--- config.mk ---
export PLATFORM = sky130hd
export DESIGN_NAME = csw_alu_core
export DESIGN_NICKNAME = d
export VERILOG_FILES = /design/src/verilog/csw_pkg.sv /design/src/verilog/csw_alu_core.sv /design/src/verilog/csw_muldiv.sv
export SDC_FILE = /design/constraint.sdc
export NUM_CORES = 1
export LEC_CHECK = 0
export ABC_AREA = 1
export BUFFER_PORTS_ARGS = -buffer_cell sky130_fd_sc_hd__clkbuf_2
export CAP_MARGIN = 20
export CORE_MARGIN = 4
export CORE_UTILIZATION = 65
export CTS_BUF_LIST = sky130_fd_sc_hd__clkbuf_8
export DETAILED_ROUTE_END_ITERATION = 12
export PLACE_DENSITY = 0.87
export SLEW_MARGIN = 10
export SYNTH_ARGS = -nofsm -noshare
export SYNTH_HDL_FRONTEND = slang
export SYNTH_HIERARCHICAL = 1
export SYNTH_SLANG_ARGS = --single-unit
--- constraint.sdc ---
create_clock -name clk -period 31.1 [get_ports clk]
set_input_delay 6.22 -clock clk [delete_from_list [all_inputs] [get_ports clk]]
set_output_delay 6.22 -clock clk [all_outputs]
set_load 0.005 [all_outputs]
--- src/verilog/csw_pkg.sv ---
// Constants and types for the byte datapath with accumulator, aux operand and status word.
// Assumes one 100 MHz clock and a synchronous active-high reset in every user.
package csw_pkg;
  localparam int DATA_W = 8;
  // Special register byte addresses
  localparam logic [7:0] ADDR_STATUS = 8'hd0;
  localparam logic [7:0] ADDR_MAIN = 8'he0;
  localparam logic [7:0] ADDR_AUX = 8'hf0;
  // Reset values
  localparam logic [7:0] RST_STATUS = 8'h00;
  localparam logic [7:0] RST_MAIN = 8'h00;
  localparam logic [7:0] RST_AUX = 8'h00;
  // Status word field positions
  localparam int BIT_CARRY = 7;
  localparam int BIT_NIBBLE = 6;
  localparam int BIT_USER0 = 5;
  localparam int BIT_BANK_HI = 4;
  localparam int BIT_BANK_LO = 3;
  localparam int BIT_WRAP = 2;
  localparam int BIT_USER1 = 1;
  localparam int BIT_PARITY = 0;
  // Register window of eight bytes per bank
  localparam int BANK_SHIFT = 3;
  // Decimal adjust thresholds and corrections
  localparam logic [3:0] BCD_MAX = 4'h9;
  localparam logic [7:0] BCD_FIX_LO = 8'h06;
  localparam logic [7:0] BCD_FIX_HI = 8'h60;

  typedef enum logic [4:0] {
    OP_NOP = 5'h00, OP_ADD = 5'h01, OP_ADDC = 5'h02, OP_SUBB = 5'h03,
    OP_INC = 5'h04, OP_DEC = 5'h05, OP_MUL = 5'h06, OP_DIV = 5'h07,
    OP_DA = 5'h08, OP_CMP = 5'h09, OP_ANL = 5'h0a, OP_ORL = 5'h0b,
    OP_XRL = 5'h0c, OP_CPLA = 5'h0d, OP_CLRA = 5'h0e, OP_RL = 5'h0f,
    OP_RLC = 5'h10, OP_RR = 5'h11, OP_RRC = 5'h12, OP_SWAP = 5'h13,
    OP_SETBC = 5'h14, OP_CLRC = 5'h15, OP_CPLC = 5'h16, OP_SETBIT = 5'h17,
    OP_CLRBIT = 5'h18, OP_CPLBIT = 5'h19, OP_JNB = 5'h1a, OP_JBC = 5'h1b,
    OP_MOVCB = 5'h1c, OP_MOVBC = 5'h1d, OP_ANLCB = 5'h1e, OP_ORLCB = 5'h1f
  } csw_op_t;

  typedef enum logic [1:0] {
    SEL_NONE = 2'h0,
    SEL_MAIN = 2'h1,
    SEL_AUX = 2'h2,
    SEL_STATUS = 2'h3
  } csw_sel_t;

  typedef struct packed {
    logic [7:0] mainOperand;
    logic [7:0] auxOperand;
    logic [7:0] statusWord;
    logic [7:0] rdData;
    logic rdBit;
    logic [7:0] result;
    logic taken;
  } csw_state_t;

  localparam csw_state_t STATE_RESET = '{
    mainOperand: RST_MAIN,
    auxOperand: RST_AUX,
    statusWord: RST_STATUS,
    rdData: 8'h00,
    rdBit: 1'b0,
    result: 8'h00,
    taken: 1'b0
  };
endpackage : csw_pkg

--- src/verilog/csw_alu_core.sv ---
// Byte datapath: accumulator, aux operand, status word, bit processor.
// Assumes the sequencer issues one operation per valid cycle and owns memory.
`timescale 1ns/10ps
`default_nettype none
module csw_alu_core (
  input wire logic clk,
  input wire logic rst,
  input wire logic opValid,
  input wire csw_pkg::csw_op_t opCode,
  input wire logic [7:0] opData,
  input wire logic [2:0] opBit,
  output logic [7:0] opResult,
  output logic opTaken,
  input wire logic [7:0] sfrAddr,
  input wire logic sfrWrEn,
  input wire logic [7:0] sfrWrData,
  input wire logic sfrRdEn,
  output logic [7:0] sfrRdData,
  input wire logic [7:0] bitAddr,
  input wire logic bitWrEn,
  input wire logic bitWrData,
  output logic bitRdData,
  output logic extWrEn,
  output logic extRdEn,
  output logic [7:0] extAddr,
  output logic [7:0] extWrData,
  input wire logic [7:0] extRdData,
  output logic [7:0] mainOperand,
  output logic [7:0] auxOperand,
  output logic [7:0] statusWord,
  output logic [4:0] bankBase
);
  csw_pkg::csw_state_t state_reg;
  csw_pkg::csw_state_t state_next;
  logic [15:0] product;
  logic [7:0] quotient;
  logic [7:0] remainder;
  logic divZero;
  csw_pkg::csw_sel_t byteSel;
  csw_pkg::csw_sel_t bitSel;

  // Owner of an aligned group of eight addresses
  function automatic csw_pkg::csw_sel_t regSelect(input logic [4:0] blk);
    if (blk == csw_pkg::ADDR_MAIN[7:3])
      return csw_pkg::SEL_MAIN;
    else if (blk == csw_pkg::ADDR_AUX[7:3])
      return csw_pkg::SEL_AUX;
    else if (blk == csw_pkg::ADDR_STATUS[7:3])
      return csw_pkg::SEL_STATUS;
    else
      return csw_pkg::SEL_NONE;
  endfunction : regSelect

  // Add with carry in; returns {carry, nibble carry, wrap, sum}
  function automatic logic [10:0] addFlags(input logic [7:0] a, input logic [7:0] b,
                                           input logic cin);
    logic [8:0] sum;
    logic [4:0] nib;
    logic wrap;
    sum = {1'b0, a} + {1'b0, b} + {8'h00, cin};
    nib = {1'b0, a[3:0]} + {1'b0, b[3:0]} + {4'h0, cin};
    wrap = (a[7] == b[7]) && (sum[7] != a[7]);
    return {sum[8], nib[4], wrap, sum[7:0]};
  endfunction : addFlags

  // Subtract with borrow in; returns {borrow, nibble borrow, wrap, difference}
  function automatic logic [10:0] subFlags(input logic [7:0] a, input logic [7:0] b,
                                           input logic bin);
    logic [8:0] diff;
    logic [4:0] nib;
    logic wrap;
    diff = {1'b0, a} - {1'b0, b} - {8'h00, bin};
    nib = {1'b0, a[3:0]} - {1'b0, b[3:0]} - {4'h0, bin};
    wrap = (a[7] != b[7]) && (diff[7] != a[7]);
    return {diff[8], nib[4], wrap, diff[7:0]};
  endfunction : subFlags

  // Replace one bit of a byte
  function automatic logic [7:0] putBit(input logic [7:0] v, input logic [2:0] idx,
                                        input logic b);
    logic [7:0] r;
    r = v;
    r[idx] = b;
    return r;
  endfunction : putBit

  // Multiply and divide share the accumulator and aux register
  csw_muldiv #(
    .W(csw_pkg::DATA_W)
  ) u_muldiv (
    .lhs(state_reg.mainOperand),
    .rhs(state_reg.auxOperand),
    .product(product),
    .quotient(quotient),
    .remainder(remainder),
    .divZero(divZero)
  );

  // Byte access needs an aligned address; bit access uses the low three bits
  assign byteSel = (sfrAddr[2:0] == 3'h0) ? regSelect(sfrAddr[7:3]) : csw_pkg::SEL_NONE;
  assign bitSel = regSelect(bitAddr[7:3]);

  // Foreign addresses are handed straight to external devices
  assign extWrEn = sfrWrEn && (byteSel == csw_pkg::SEL_NONE);
  assign extRdEn = sfrRdEn && (byteSel == csw_pkg::SEL_NONE);
  assign extAddr = sfrAddr;
  assign extWrData = sfrWrData;

  // Next state: register writes first, then the operation, then parity
  always_comb
  begin
    logic [10:0] ar;
    logic [7:0] a;
    logic cy;
    logic opb;
    logic [7:0] cur;
    state_next = state_reg;
    ar = 11'h000;
    a = state_reg.mainOperand;
    cy = state_reg.statusWord[csw_pkg::BIT_CARRY];
    opb = opData[opBit];
    cur = 8'h00;
    state_next.taken = 1'b0;
    // Reads sample the value before this cycle's writes
    if (sfrRdEn)
    begin
      case (byteSel)
        csw_pkg::SEL_MAIN: state_next.rdData = state_reg.mainOperand;
        csw_pkg::SEL_AUX: state_next.rdData = state_reg.auxOperand;
        csw_pkg::SEL_STATUS: state_next.rdData = state_reg.statusWord;
        default: state_next.rdData = extRdData;
      endcase
    end
    case (bitSel)
      csw_pkg::SEL_MAIN: cur = state_reg.mainOperand;
      csw_pkg::SEL_AUX: cur = state_reg.auxOperand;
      csw_pkg::SEL_STATUS: cur = state_reg.statusWord;
      default: cur = 8'h00;
    endcase
    state_next.rdBit = cur[bitAddr[2:0]];
    // Byte writes; the user flags and bank select are plain storage
    if (sfrWrEn)
    begin
      case (byteSel)
        csw_pkg::SEL_MAIN: state_next.mainOperand = sfrWrData;
        csw_pkg::SEL_AUX: state_next.auxOperand = sfrWrData;
        csw_pkg::SEL_STATUS: state_next.statusWord = sfrWrData;
        default: state_next.statusWord = state_next.statusWord;
      endcase
    end
    // Single-bit writes to the three owned registers
    if (bitWrEn)
    begin
      case (bitSel)
        csw_pkg::SEL_MAIN:
          state_next.mainOperand = putBit(state_next.mainOperand, bitAddr[2:0], bitWrData);
        csw_pkg::SEL_AUX:
          state_next.auxOperand = putBit(state_next.auxOperand, bitAddr[2:0], bitWrData);
        csw_pkg::SEL_STATUS:
          state_next.statusWord = putBit(state_next.statusWord, bitAddr[2:0], bitWrData);
        default: state_next.rdBit = state_next.rdBit;
      endcase
    end
    // Operation wins over a register write landing in the same cycle
    if (opValid)
    begin
      case (opCode)
        csw_pkg::OP_ADD, csw_pkg::OP_ADDC:
        begin
          ar = addFlags(a, opData, (opCode == csw_pkg::OP_ADDC) && cy);
          state_next.mainOperand = ar[7:0];
          state_next.statusWord[csw_pkg::BIT_CARRY] = ar[10];
          state_next.statusWord[csw_pkg::BIT_NIBBLE] = ar[9];
          state_next.statusWord[csw_pkg::BIT_WRAP] = ar[8];
        end
        csw_pkg::OP_SUBB:
        begin
          ar = subFlags(a, opData, cy);
          state_next.mainOperand = ar[7:0];
          state_next.statusWord[csw_pkg::BIT_CARRY] = ar[10];
          state_next.statusWord[csw_pkg::BIT_NIBBLE] = ar[9];
          state_next.statusWord[csw_pkg::BIT_WRAP] = ar[8];
        end
        csw_pkg::OP_CMP:
        begin
          // Compare leaves the accumulator and only moves carry
          ar = subFlags(a, opData, 1'b0);
          state_next.statusWord[csw_pkg::BIT_CARRY] = ar[10];
          state_next.taken = (a != opData);
        end
        csw_pkg::OP_INC: state_next.mainOperand = a + 8'h01;
        csw_pkg::OP_DEC: state_next.mainOperand = a - 8'h01;
        csw_pkg::OP_MUL:
        begin
          state_next.mainOperand = product[7:0];
          state_next.auxOperand = product[15:8];
          state_next.statusWord[csw_pkg::BIT_CARRY] = 1'b0;
          state_next.statusWord[csw_pkg::BIT_WRAP] = (product[15:8] != 8'h00);
        end
        csw_pkg::OP_DIV:
        begin
          // Zero divisor keeps both operands and raises the wrap flag
          if (!divZero)
          begin
            state_next.mainOperand = quotient;
            state_next.auxOperand = remainder;
          end
          state_next.statusWord[csw_pkg::BIT_CARRY] = 1'b0;
          state_next.statusWord[csw_pkg::BIT_WRAP] = divZero;
        end
        csw_pkg::OP_DA:
        begin
          // Decimal adjust may set carry but never clears it
          ar = {3'b000, a};
          if ((a[3:0] > csw_pkg::BCD_MAX) || state_reg.statusWord[csw_pkg::BIT_NIBBLE])
            ar = addFlags(a, csw_pkg::BCD_FIX_LO, 1'b0);
          cy = cy || ar[10];
          if ((ar[7:4] > csw_pkg::BCD_MAX) || cy)
          begin
            ar = addFlags(ar[7:0], csw_pkg::BCD_FIX_HI, 1'b0);
            cy = cy || ar[10];
          end
          state_next.mainOperand = ar[7:0];
          state_next.statusWord[csw_pkg::BIT_CARRY] = cy;
        end
        csw_pkg::OP_ANL: state_next.mainOperand = a & opData;
        csw_pkg::OP_ORL: state_next.mainOperand = a | opData;
        csw_pkg::OP_XRL: state_next.mainOperand = a ^ opData;
        csw_pkg::OP_CPLA: state_next.mainOperand = ~a;
        csw_pkg::OP_CLRA: state_next.mainOperand = 8'h00;
        csw_pkg::OP_RL: state_next.mainOperand = {a[6:0], a[7]};
        csw_pkg::OP_RR: state_next.mainOperand = {a[0], a[7:1]};
        csw_pkg::OP_RLC:
        begin
          state_next.mainOperand = {a[6:0], cy};
          state_next.statusWord[csw_pkg::BIT_CARRY] = a[7];
        end
        csw_pkg::OP_RRC:
        begin
          state_next.mainOperand = {cy, a[7:1]};
          state_next.statusWord[csw_pkg::BIT_CARRY] = a[0];
        end
        csw_pkg::OP_SWAP: state_next.mainOperand = {a[3:0], a[7:4]};
        csw_pkg::OP_SETBC: state_next.statusWord[csw_pkg::BIT_CARRY] = 1'b1;
        csw_pkg::OP_CLRC: state_next.statusWord[csw_pkg::BIT_CARRY] = 1'b0;
        csw_pkg::OP_CPLC: state_next.statusWord[csw_pkg::BIT_CARRY] = !cy;
        csw_pkg::OP_SETBIT: state_next.result = putBit(opData, opBit, 1'b1);
        csw_pkg::OP_CLRBIT: state_next.result = putBit(opData, opBit, 1'b0);
        csw_pkg::OP_CPLBIT: state_next.result = putBit(opData, opBit, !opb);
        csw_pkg::OP_JNB:
        begin
          state_next.taken = !opb;
          state_next.result = opData;
        end
        csw_pkg::OP_JBC:
        begin
          state_next.taken = opb;
          state_next.result = putBit(opData, opBit, 1'b0);
        end
        csw_pkg::OP_MOVCB: state_next.statusWord[csw_pkg::BIT_CARRY] = opb;
        csw_pkg::OP_MOVBC: state_next.result = putBit(opData, opBit, cy);
        csw_pkg::OP_ANLCB: state_next.statusWord[csw_pkg::BIT_CARRY] = cy && opb;
        csw_pkg::OP_ORLCB: state_next.statusWord[csw_pkg::BIT_CARRY] = cy || opb;
        default: state_next.taken = 1'b0;
      endcase
      // Byte results also report the new accumulator for writeback
      if (opCode <= csw_pkg::OP_SWAP)
        state_next.result = state_next.mainOperand;
    end
    // Parity is hardware-owned; software writes to it do not stick
    state_next.statusWord[csw_pkg::BIT_PARITY] = ^state_next.mainOperand;
  end

  // Single state register with synchronous reset
  always_ff @(posedge clk)
  begin
    if (rst)
      state_reg <= csw_pkg::STATE_RESET;
    else
      state_reg <= state_next;
  end

  // Register-driven outputs
  assign mainOperand = state_reg.mainOperand;
  assign auxOperand = state_reg.auxOperand;
  assign statusWord = state_reg.statusWord;
  assign sfrRdData = state_reg.rdData;
  assign bitRdData = state_reg.rdBit;
  assign opResult = state_reg.result;
  assign opTaken = state_reg.taken;
  // Bank window base: bank number times eight
  assign bankBase = {state_reg.statusWord[csw_pkg::BIT_BANK_HI:csw_pkg::BIT_BANK_LO],
                     3'b000};
endmodule : csw_alu_core
`default_nettype wire

--- src/verilog/csw_muldiv.sv ---
// Unsigned 8x8 multiplier and 8/8 divider, purely combinational.
// Assumes the caller registers the results and handles divide by zero.
`timescale 1ns/10ps
`default_nettype none
module csw_muldiv #(
  parameter int W = 8
) (
  input wire logic [W-1:0] lhs,
  input wire logic [W-1:0] rhs,
  output logic [2*W-1:0] product,
  output logic [W-1:0] quotient,
  output logic [W-1:0] remainder,
  output logic divZero
);
  // Divider guarded so a zero divisor never reaches the operator
  always_comb
  begin
    product = lhs * rhs;
    divZero = (rhs == '0);
    quotient = divZero ? '0 : lhs / rhs;
    remainder = divZero ? '0 : lhs % rhs;
  end
endmodule : csw_muldiv
`default_nettype wire

# Word level (Yosys, flattened, before mapping)
# Cells that the tools add are included.
[totals]
register_bits = 42
in_bits = 55
output_inout_bits = 65
elab_cells = 161
[op_classes]
add_sub_neg = 13
n_mul = 1
n_div = 2
magnitude_cmp = 7
n_eq_ne = 49
muxes = 46
bitwise = 9
reduce_logical = 27
[ops]
columns = ["operator", "count"]
rows = [
  ["one-hot mux 8 bit (17 select lines)", 1],
  ["equality test 5 bit, second input constant", 22],
  ["two-way mux 8 bit", 8],
  ["two-way mux 24 bit", 2],
  ["one-hot mux 8 bit (3 select lines)", 2],
  ["bitwise mux 8 bit", 5],
  ["equality test 5 x 4 -> 1 bit, second input constant", 8],
  ["one-hot mux 8 bit (5 select lines)", 1],
  ["two-way mux 11 bit", 3],
  ["equality test 5 x 3 -> 1 bit, second input constant", 4],
  ["two-way mux 18 bit", 1],
  ["bitwise AND 8 bit", 2],
  ["multiplier 8 x 8 -> 16 bit", 1],
  ["two-way mux 16 bit", 1],
  ["inverter 8 bit", 2],
  ["OR 8 bit", 2],
  ["one-hot mux 8 bit (2 select lines)", 1],
  ["two-way mux 2 bit", 7],
  ["one-hot mux 1 bit (12 select lines)", 1],
  ["equality test 5 x 2 -> 1 bit, second input constant", 2],
  ["adder 8 x 3 -> 9 bit, second input constant", 1],
  ["adder 8 x 7 -> 9 bit, second input constant", 1],
  ["adder 8 x 8 -> 9 bit", 1],
  ["adder 9 x 1 -> 9 bit", 1],
  ["41 further kinds", 74],
]

# Longest topological paths before layout
# Gate-level depths: netlist of the first run.
[depth]
depth_word = 15
ltp_mapped = 85
ltp_nobuf = 85

# By module
# The synthesis of the first run kept the hierarchy.
[by_module_without_submodules]
columns = ["module", "instances", "cells_per_inst", "area_per_inst_um2", "seq_area_each_um2"]
rows = [
  ["csw_alu_core", 1, 1133, 6427.4, 840.8],
  ["csw_muldiv", 1, 636, 4210.3, 0.0],
]

# Least setup slack after synthesis of the first run
# Ideal clock, no wire load.
[synth_path]
path_kind = "input port to output port"
startpoint = "input port sfrAddr[6]"
endpoint = "output port extRdEn"
arrival_ns = 7.055
slack_ns = 17.825
cell_stages = 7
path_buffers = 0
cell_sequence = "nand2_1 -> nor2_1 -> nand2_1 -> inv_1 -> nor2_1 -> inv_1 -> nor2_1"
[synth_between]
elab_chain_cells = 7
elab_cells_between_ends = 9
[synth_rtl]
columns = ["element", "line", "rtl"]
rows = [
  ["start, declared", "csw_alu_core.sv:14", "input wire logic [7:0] sfrAddr,"],
  ["equality test 5 bit", "csw_alu_core.sv:48", "else if (blk == csw_pkg::ADDR_STATUS[7:3])"],
  ["two-way mux 2 bit", "csw_alu_core.sv:48", ""],
  ["two-way mux 2 bit", "csw_alu_core.sv:46", "else if (blk == csw_pkg::ADDR_AUX[7:3])"],
  ["two-way mux 2 bit *", "csw_alu_core.sv:44", "if (blk == csw_pkg::ADDR_MAIN[7:3])"],
  ["two-way mux 2 bit *", "csw_alu_core.sv:100", "assign byteSel = (sfrAddr[2:0] == 3'h0) ? regSelect(sfrAddr[7:3]) : csw_pkg::SEL_NONE;"],
  ["logical NOT 2 bit *", "csw_alu_core.sv:105", "assign extRdEn = sfrRdEn && (byteSel == csw_pkg::SEL_NONE);"],
  ["logical AND 1 bit *", "csw_alu_core.sv:105", ""],
  ["end, declared", "csw_alu_core.sv:24", "output logic extRdEn,"],
]
# Every way passes the cells marked *; elsewhere a longest branch is shown, timed or not.

# Worst setup path after layout of the first run
[layout_path]
startpoint = "input port sfrAddr[3]"
endpoint = "output port extRdEn"
# The elaborated chain is that of the path after synthesis.

==> results.py, run 1 <==
metrics = {
    "floorplan": {
        "core_mm2": 0.01594,
        "die_h_um": 135.9,
        "start_util_pct": 66.72,
        "dieArea_mm2": 0.01848,
        "die_width_um": 135.9,
        "ios": 120,
        "row_count": 46,
    },
    "clock_network": {
        "tritoncts": "built",
        "ctsHoldBuffers": 0,
        "cts-root-buf": "clkbuf_8",
        "path_clk_slew_ps": 90,
        "clock_path_buffers": 2,
        "post_cts_resized": 0,
        "cts.sinks": 42,
        "clock_latency_ps": 310,
        "cts_buffers": 5,
        "htreeDepth": 2,
        "postCtsSetupBuffers": 0,
    },
    "global_route": {
        "grt_pass1_wl_mm": 58.46,
        "use_met3_pct": 7.661,
        "grt_antenna_before_repair": 0,
        "grt_util_met1_pct": 49.45,
        "grt_max_degree": 28,
        "grt_overflow": 0,
        "grt_pass1_vias": 11680,
        "groute.layer.met2.usage_pct": 64.05,
        "top_usage_layer": "met2",
        "grt_util_all_layers_pct": 39.62,
    },
    "critical_path": {
        "worstSetupPathType": "in2out",
        "rrSetupSlack_ps": 20020,
        "required_ps": 24880,
        "regToRegEndpoint": "statusWord[0]",
        "crit_arrival_ps": 7540,
        "timing.rr.start": "auxOperand[0]",
        "critPathCapture": "extRdEn",
        "crit_fanout": 9,
        "reg2reg_depth": 81,
        "startpoint": "sfrAddr[3]",
        "cp-end-kind": "primary output",
        "critPathLaunchType": "input port",
    },
    "drt": {
        "dr.pass1.iters": 7,
        "drc": 0,
        "num_vias": 12390,
        "wl_mm": 37.16,
        "vias_per_cell": 6.034,
        "initialDrtViolationCount": 1387,
        "wl_per_cell_um": 18.10,
        "antenna_left": 0,
    },
    "synth": {
        "yosysSeqAreaShare_pct": 7.904,
        "syn_area_per_cell_um2": 6.013,
        "ys_warn_count": 6,
        "synth_cell_types": 61,
        "ys_ff_latch": 42,
        "netlist_area_mm2": 0.01064,
        "synthCells": 1769,
    },
    "layout": {
        "antennaDiodeCount": 0,
        "nets": 2048,
        "area_delta_synth_final_pct": 6.563,
        "finish.utilization_pct": 71.10,
        "drive_gt1_share_pct": 12.68,
        "postLayoutCellArea_mm2": 0.01134,
    },
    "timing": {
        "hold_viol": 0,
        "layout_min_cycle_time_ps": 13760,
        "relSlewSlack_pct": 38.97,
        "holdWs_ps": 470.6,
        "maxSlewViolCount": 0,
        "max_freq_mhz": 72.66,
        "tightestPinTransition_ps": 912.1,
        "finalSetupTns_ps": 0,
        "min_period_over_period_pct": 44.25,
        "setup_viol": 0,
        "clock_skew_ps": 10.45,
        "rsz0062_at_grt": "no",
    },
    "placement": {
        "portBuffers": 116,
        "gp_congestion": 1.087,
        "hpwl_mm": 29.34,
        "placed_cell_area_mm2": 0.01120,
    },
    "power": {
        "p_leak_nw": 6.301,
        "power_density_mw_per_mm2": 125.5,
        "irDropWorstVdd_mv": 0.5230,
        "finalPower_mw": 1.423,
    },
    "outcome": {
        "status": "completed",
    },
    "job": {
        "cap_violations": 0,
    },
    "worst_hold_path": {
        "min_path_type": "reg2reg",
        "hp-start": "opResult[7]",
    },
}
[power breakdown]
part	internal, mW	switching [mW]	total [mW]	leakage (nW)
Clock	0.0322	0.0215	0.0537	0.0683
Sequential	0.0567	0.00208	0.0588	0.343
Combinational	0.510	0.800	1.31	5.89
[critical path, cell delays in order]
cell and delay, ps:
clkbuf_2 100, inv_1 40, nand2_1 50, nor2_1 40, nand2_1 170, inv_1 60
nor2_1 500, inv_1 120, nor2_1 110, clkbuf_2 120
[per-stage QoR]
step,setup slack [ps],std cells
3_3_place_gp,17460,2045
4_1_cts,17360,2053
3_5_place_dp,17370,2045
5_1_grt,17220,2053
2_1_floorplan,17830,1771
6_report,17340,2053
[placed cells by master, fill, tap and decap left out, types with 18 or more instances in the layout]
| master | netlist | routed |
|---|---|---|
| nand2_1 | 500 | 500 |
| inv_1 | 259 | 259 |
| nor2_1 | 144 | 144 |
| nand3_1 | 125 | 125 |
| clkbuf_2 | 0 | 116 |
| ha_1 | 115 | 115 |
| a21oi_1 | 86 | 86 |
| o21ai_0 | 60 | 60 |
| fa_1 | 42 | 42 |
| dfxtp_1 | 42 | 42 |
| nand4_1 | 31 | 31 |
| o211ai_1 | 29 | 29 |
| xor2_1 | 27 | 27 |
| inv_2 | 26 | 26 |
| o22ai_1 | 18 | 18 |
[state kept, by name (all words and copies together), names as in the netlist]
signal / count
opTaken: 1
auxOperand: 8
sfrRdData: 8
mainOperand: 8
opResult: 8
statusWord: 8
bitRdData: 1
[worst min path at each step]
stage	end	slack, ps	cells after the start
after global placement	opResult[6]	450	2
after global routing	opResult[7]	500	2
after floorplan	opResult[2]	460	2
final	opResult[7]	470	2
after detailed placement	opResult[7]	460	2
after CTS	opResult[7]	470	2
[layer usage]
layer | vias to the layer above | wire length (um)
li1 | 5868 | -
met1 | 5614 | 14230
met2 | 742 | 16500
met3 | 163 | 4024
met4 | 0 | 2409
met5 | - | 0
[Yosys cell counts (all sizes together)]
cell type	count	share of area, %
conb	1	0.035
o221ai	4	0.33
and2	4	0.24
nand2	514	19
ha	115	14
a2bb2oi	1	0.082
o211ai	29	2.0
o21bai	2	0.14
xor2	27	2.2
xnor2	11	0.91
o22ai	18	1.1
o21a	1	0.071
a211oi	6	0.42
a32o	3	0.28
o21ai	81	4.0
nand3	139	7.2
a41oi	1	0.082
nor2	158	6.2
o22a	1	0.082
or2	14	0.82
nor3	19	1.4
clkinv	3	0.11
clkbuf	28	0.99
a2111oi	1	0.082
fa	42	7.9
buf	46	2.9
nand3b	8	0.56
a21o	6	0.42
nor4	4	0.24
dfxtp	42	7.9
a211o	1	0.082
o32ai	3	0.25
a32oi	1	0.082
a22o	9	0.74
nand4	31	1.8
o2111ai	12	0.99
a21oi	89	4.4
inv	285	10
a31oi	1	0.059
a221oi	2	0.16
a22oi	2	0.14
a21boi	1	0.071
o311ai	3	0.32
[cell families after synthesis]
group           count (synthesis)  synth area share [%]
xor+xnor                       38                 3.129
compound gates                278                 16.38
simple gates                  891                 37.03
buf+inv                       362                 14.09
other cells                     1               0.03525
fa+ha+maj                     157                 21.43
flops                          42                 7.904
[area by class of cell]
| type | instances | area, um2 |
|---|---|---|
| multi-input combinational | 1367 | 8305 |
| fill | 1464 | 4607 |
| inverter | 288 | 1081 |
| sequential | 42 | 840.8 |
| timing repair buffer | 132 | 700.7 |
| tap | 216 | 270.3 |
| clock buffer | 5 | 68.82 |
| clock inverter | 3 | 68.82 |
(Power assumes the default switching activity.)
==> run 2: changes to the inputs <==
--- a/config.mk
+++ b/config.mk
@@ -9,10 +9,10 @@
 export BUFFER_PORTS_ARGS = -buffer_cell sky130_fd_sc_hd__clkbuf_2
 export CAP_MARGIN = 20
 export CORE_MARGIN = 4
-export CORE_UTILIZATION = 65
+export CORE_UTILIZATION = 63
 export CTS_BUF_LIST = sky130_fd_sc_hd__clkbuf_8
 export DETAILED_ROUTE_END_ITERATION = 12
-export PLACE_DENSITY = 0.87
+export PLACE_DENSITY = 0.85
 export SLEW_MARGIN = 10
 export SYNTH_ARGS = -nofsm -noshare
 export SYNTH_HDL_FRONTEND = slang
==> constraint.sdc (replaced) <==
create_clock -name clk -period 13.4 [get_ports clk]
set_input_delay 2.68 -clock clk [delete_from_list [all_inputs] [get_ports clk]]
set_output_delay 2.68 -clock clk [all_outputs]
set_load 0.005 [all_outputs]
==> run 2 against run 1 <==
  * Global-route usage is 0.90 points lower
  * Clock power up 110%
  * Routed wire length rose by 1.4%
  * Setup slack worse by 16000 ps
  * Die area rose by 3.0%
  * Combinational power increased by 140%
  * Via count is 1.1% lower
  * Largest cell class unchanged
  * Largest power group unchanged
  * Highest routed layer unchanged
==> results.py, run 2 (synthesized netlist as in run 1, its figures left out) <==
metrics = {
    "clock_network": {
        "clock_latency_ps": 310,
        "tritoncts": "built",
        "clock_path_buffers": 2,
        "postCtsSetupBuffers": 0,
        "ctsHoldBuffers": 0,
        "cts.sinks": 42,
        "htreeDepth": 2,
        "cts-root-buf": "clkbuf_8",
        "post_cts_resized": 0,
        "cts_buffers": 5,
        "path_clk_slew_ps": 100,
    },
    "placement": {
        "hpwl_mm": 29.56,
        "portBuffers": 116,
        "gp_congestion": 1.091,
        "place_inst": 2043,
    },
    "drt": {
        "antenna_left": 0,
        "drc": 0,
        "wl_mm": 37.69,
        "dr.pass1.iters": 7,
        "wl_per_cell_um": 18.37,
        "num_vias": 12250,
        "vias_per_cell": 5.973,
        "initialDrtViolationCount": 1578,
    },
    "timing": {
        "rsz0062_at_grt": "no",
        "setup_viol": 0,
        "maxSlewViolCount": 0,
        "clock_skew_ps": 3.210,
        "finalSetupTns_ps": 0,
        "hold_viol": 0,
        "layout_min_cycle_time_ps": 11630,
        "relSlewSlack_pct": 39.48,
        "min_period_over_period_pct": 86.76,
        "max_freq_mhz": 86.02,
        "tightestPinTransition_ps": 904.5,
    },
    "job": {
        "cap_violations": 0,
    },
    "power": {
        "irDropWorstVdd_mv": 1.682,
        "p_leak_nw": 6.256,
        "power_density_mw_per_mm2": 299.4,
    },
    "floorplan": {
        "start_util_pct": 64.15,
        "row_count": 47,
        "ios": 120,
        "die_h_um": 137.9,
        "core_mm2": 0.01658,
        "die_width_um": 137.9,
        "dieArea_mm2": 0.01903,
    },
    "worst_hold_path": {
        "whs_path_depth": 2,
        "min_path_type": "reg2reg",
    },
    "global_route": {
        "grt_util_all_layers_pct": 38.72,
        "grt_pass1_wl_mm": 58.39,
        "grt_antenna_before_repair": 0,
        "grt_overflow": 0,
        "grt_pass1_vias": 11340,
        "grt_max_degree": 28,
    },
    "critical_path": {
        "crit_path_top_delay_cell": "dfxtp_1",
        "startpoint": "auxOperand[0]",
        "worstSetupPathType": "reg2reg",
        "required_ps": 13610,
        "crit_fanout": 16,
        "timing.rr.start": "auxOperand[0]",
        "critical_path.max_stage_delay_ps": 800,
        "regToRegEndpoint": "statusWord[0]",
        "cp-end-kind": "flop",
        "reg2reg_depth": 81,
        "critPathCapture": "statusWord[0]",
        "crit_top_cell": "nand2_1",
        "rrSetupSlack_ps": 1770,
        "critPathLaunchType": "flop",
        "crit_arrival_ps": 11840,
    },
    "layout": {
        "antennaDiodeCount": 0,
        "fillerInstances": 1591,
        "finish.utilization_pct": 67.99,
        "ff_latch_area_um2": 840.8,
        "final_common_cell": "nand2_1",
        "nets": 2042,
        "multi_input_area_mm2": 0.008305,
        "drive_gt1_share_pct": 12.40,
        "area_delta_synth_final_pct": 5.998,
        "layout_common_cells": "nand2_1, inv_1, nor2_1",
        "layout.cells.non_filler": 2051,
    },
    "outcome": {
        "status": "completed",
    },
}
## run 2: cell count changes in the layout (fill, tap and decap cells not counted)
cell,previous run,this run
inv_8,0,1
clkinvlp_4,0,1
clkinv_4,1,0
bufinv_16,2,1
buf_4,16,10
## run 2: worst min-delay path by stage
stage	startpoint	endpoint
2_1_floorplan	opResult[2]	opResult[2]
3_3_place_gp	sfrRdData[1]	sfrRdData[1]
3_5_place_dp	sfrRdData[3]	sfrRdData[3]
4_1_cts	sfrRdData[3]	sfrRdData[3]
5_1_grt	sfrRdData[4]	sfrRdData[4]
6_report	sfrRdData[3]	sfrRdData[3]
## run 2: final cells by class
class | count | share of cell area, %
clock buffers | 5 | 0.6103
well taps | 220 | 2.441
clock inverters | 3 | 0.4328
repair buffers | 126 | 5.814
inverters | 288 | 9.587
multi-input cells | 1367 | 73.66
flip-flops and latches | 42 | 7.457
## run 2: where the power goes
group	internal, mW	switching, mW	total (mW)	leakage [nW]
logic	1.19	1.93	3.13	5.86
clock network	0.0569	0.0555	0.112	0.0563
registers	0.132	0.00575	0.137	0.343
total	1.38	1.99	3.38	6.26
## run 2: metrics by stage
step           setup slack [ps]  power, mW  hold slack (ps)  instance area [um2]
2_1_floorplan              3557      2.608            461.8                10650
3_5_place_dp               2093      3.186            458.0                11160
5_1_grt                   563.4      3.815            494.4                11280
3_3_place_gp               2644      3.084            453.0                11160
6_report                   1774      3.375            473.6                11280
4_1_cts                    2003      3.311            472.6                11280
## run 2: routing by layer
metal  track usage, %  wire length (um)
met5                0                 0
met4            16.47              1721
met3            7.946              3865
met2            63.12             17260
met1            49.74             14840
## run 2: worst max-delay path: cells and delay by family, from the launching register on
family,cells,cell delay [ps]
xor+xnor,1,160
buf+inv,9,920
compound gates,16,2190
simple gates,47,4920
flops,1,800
fa+ha+maj,8,2520
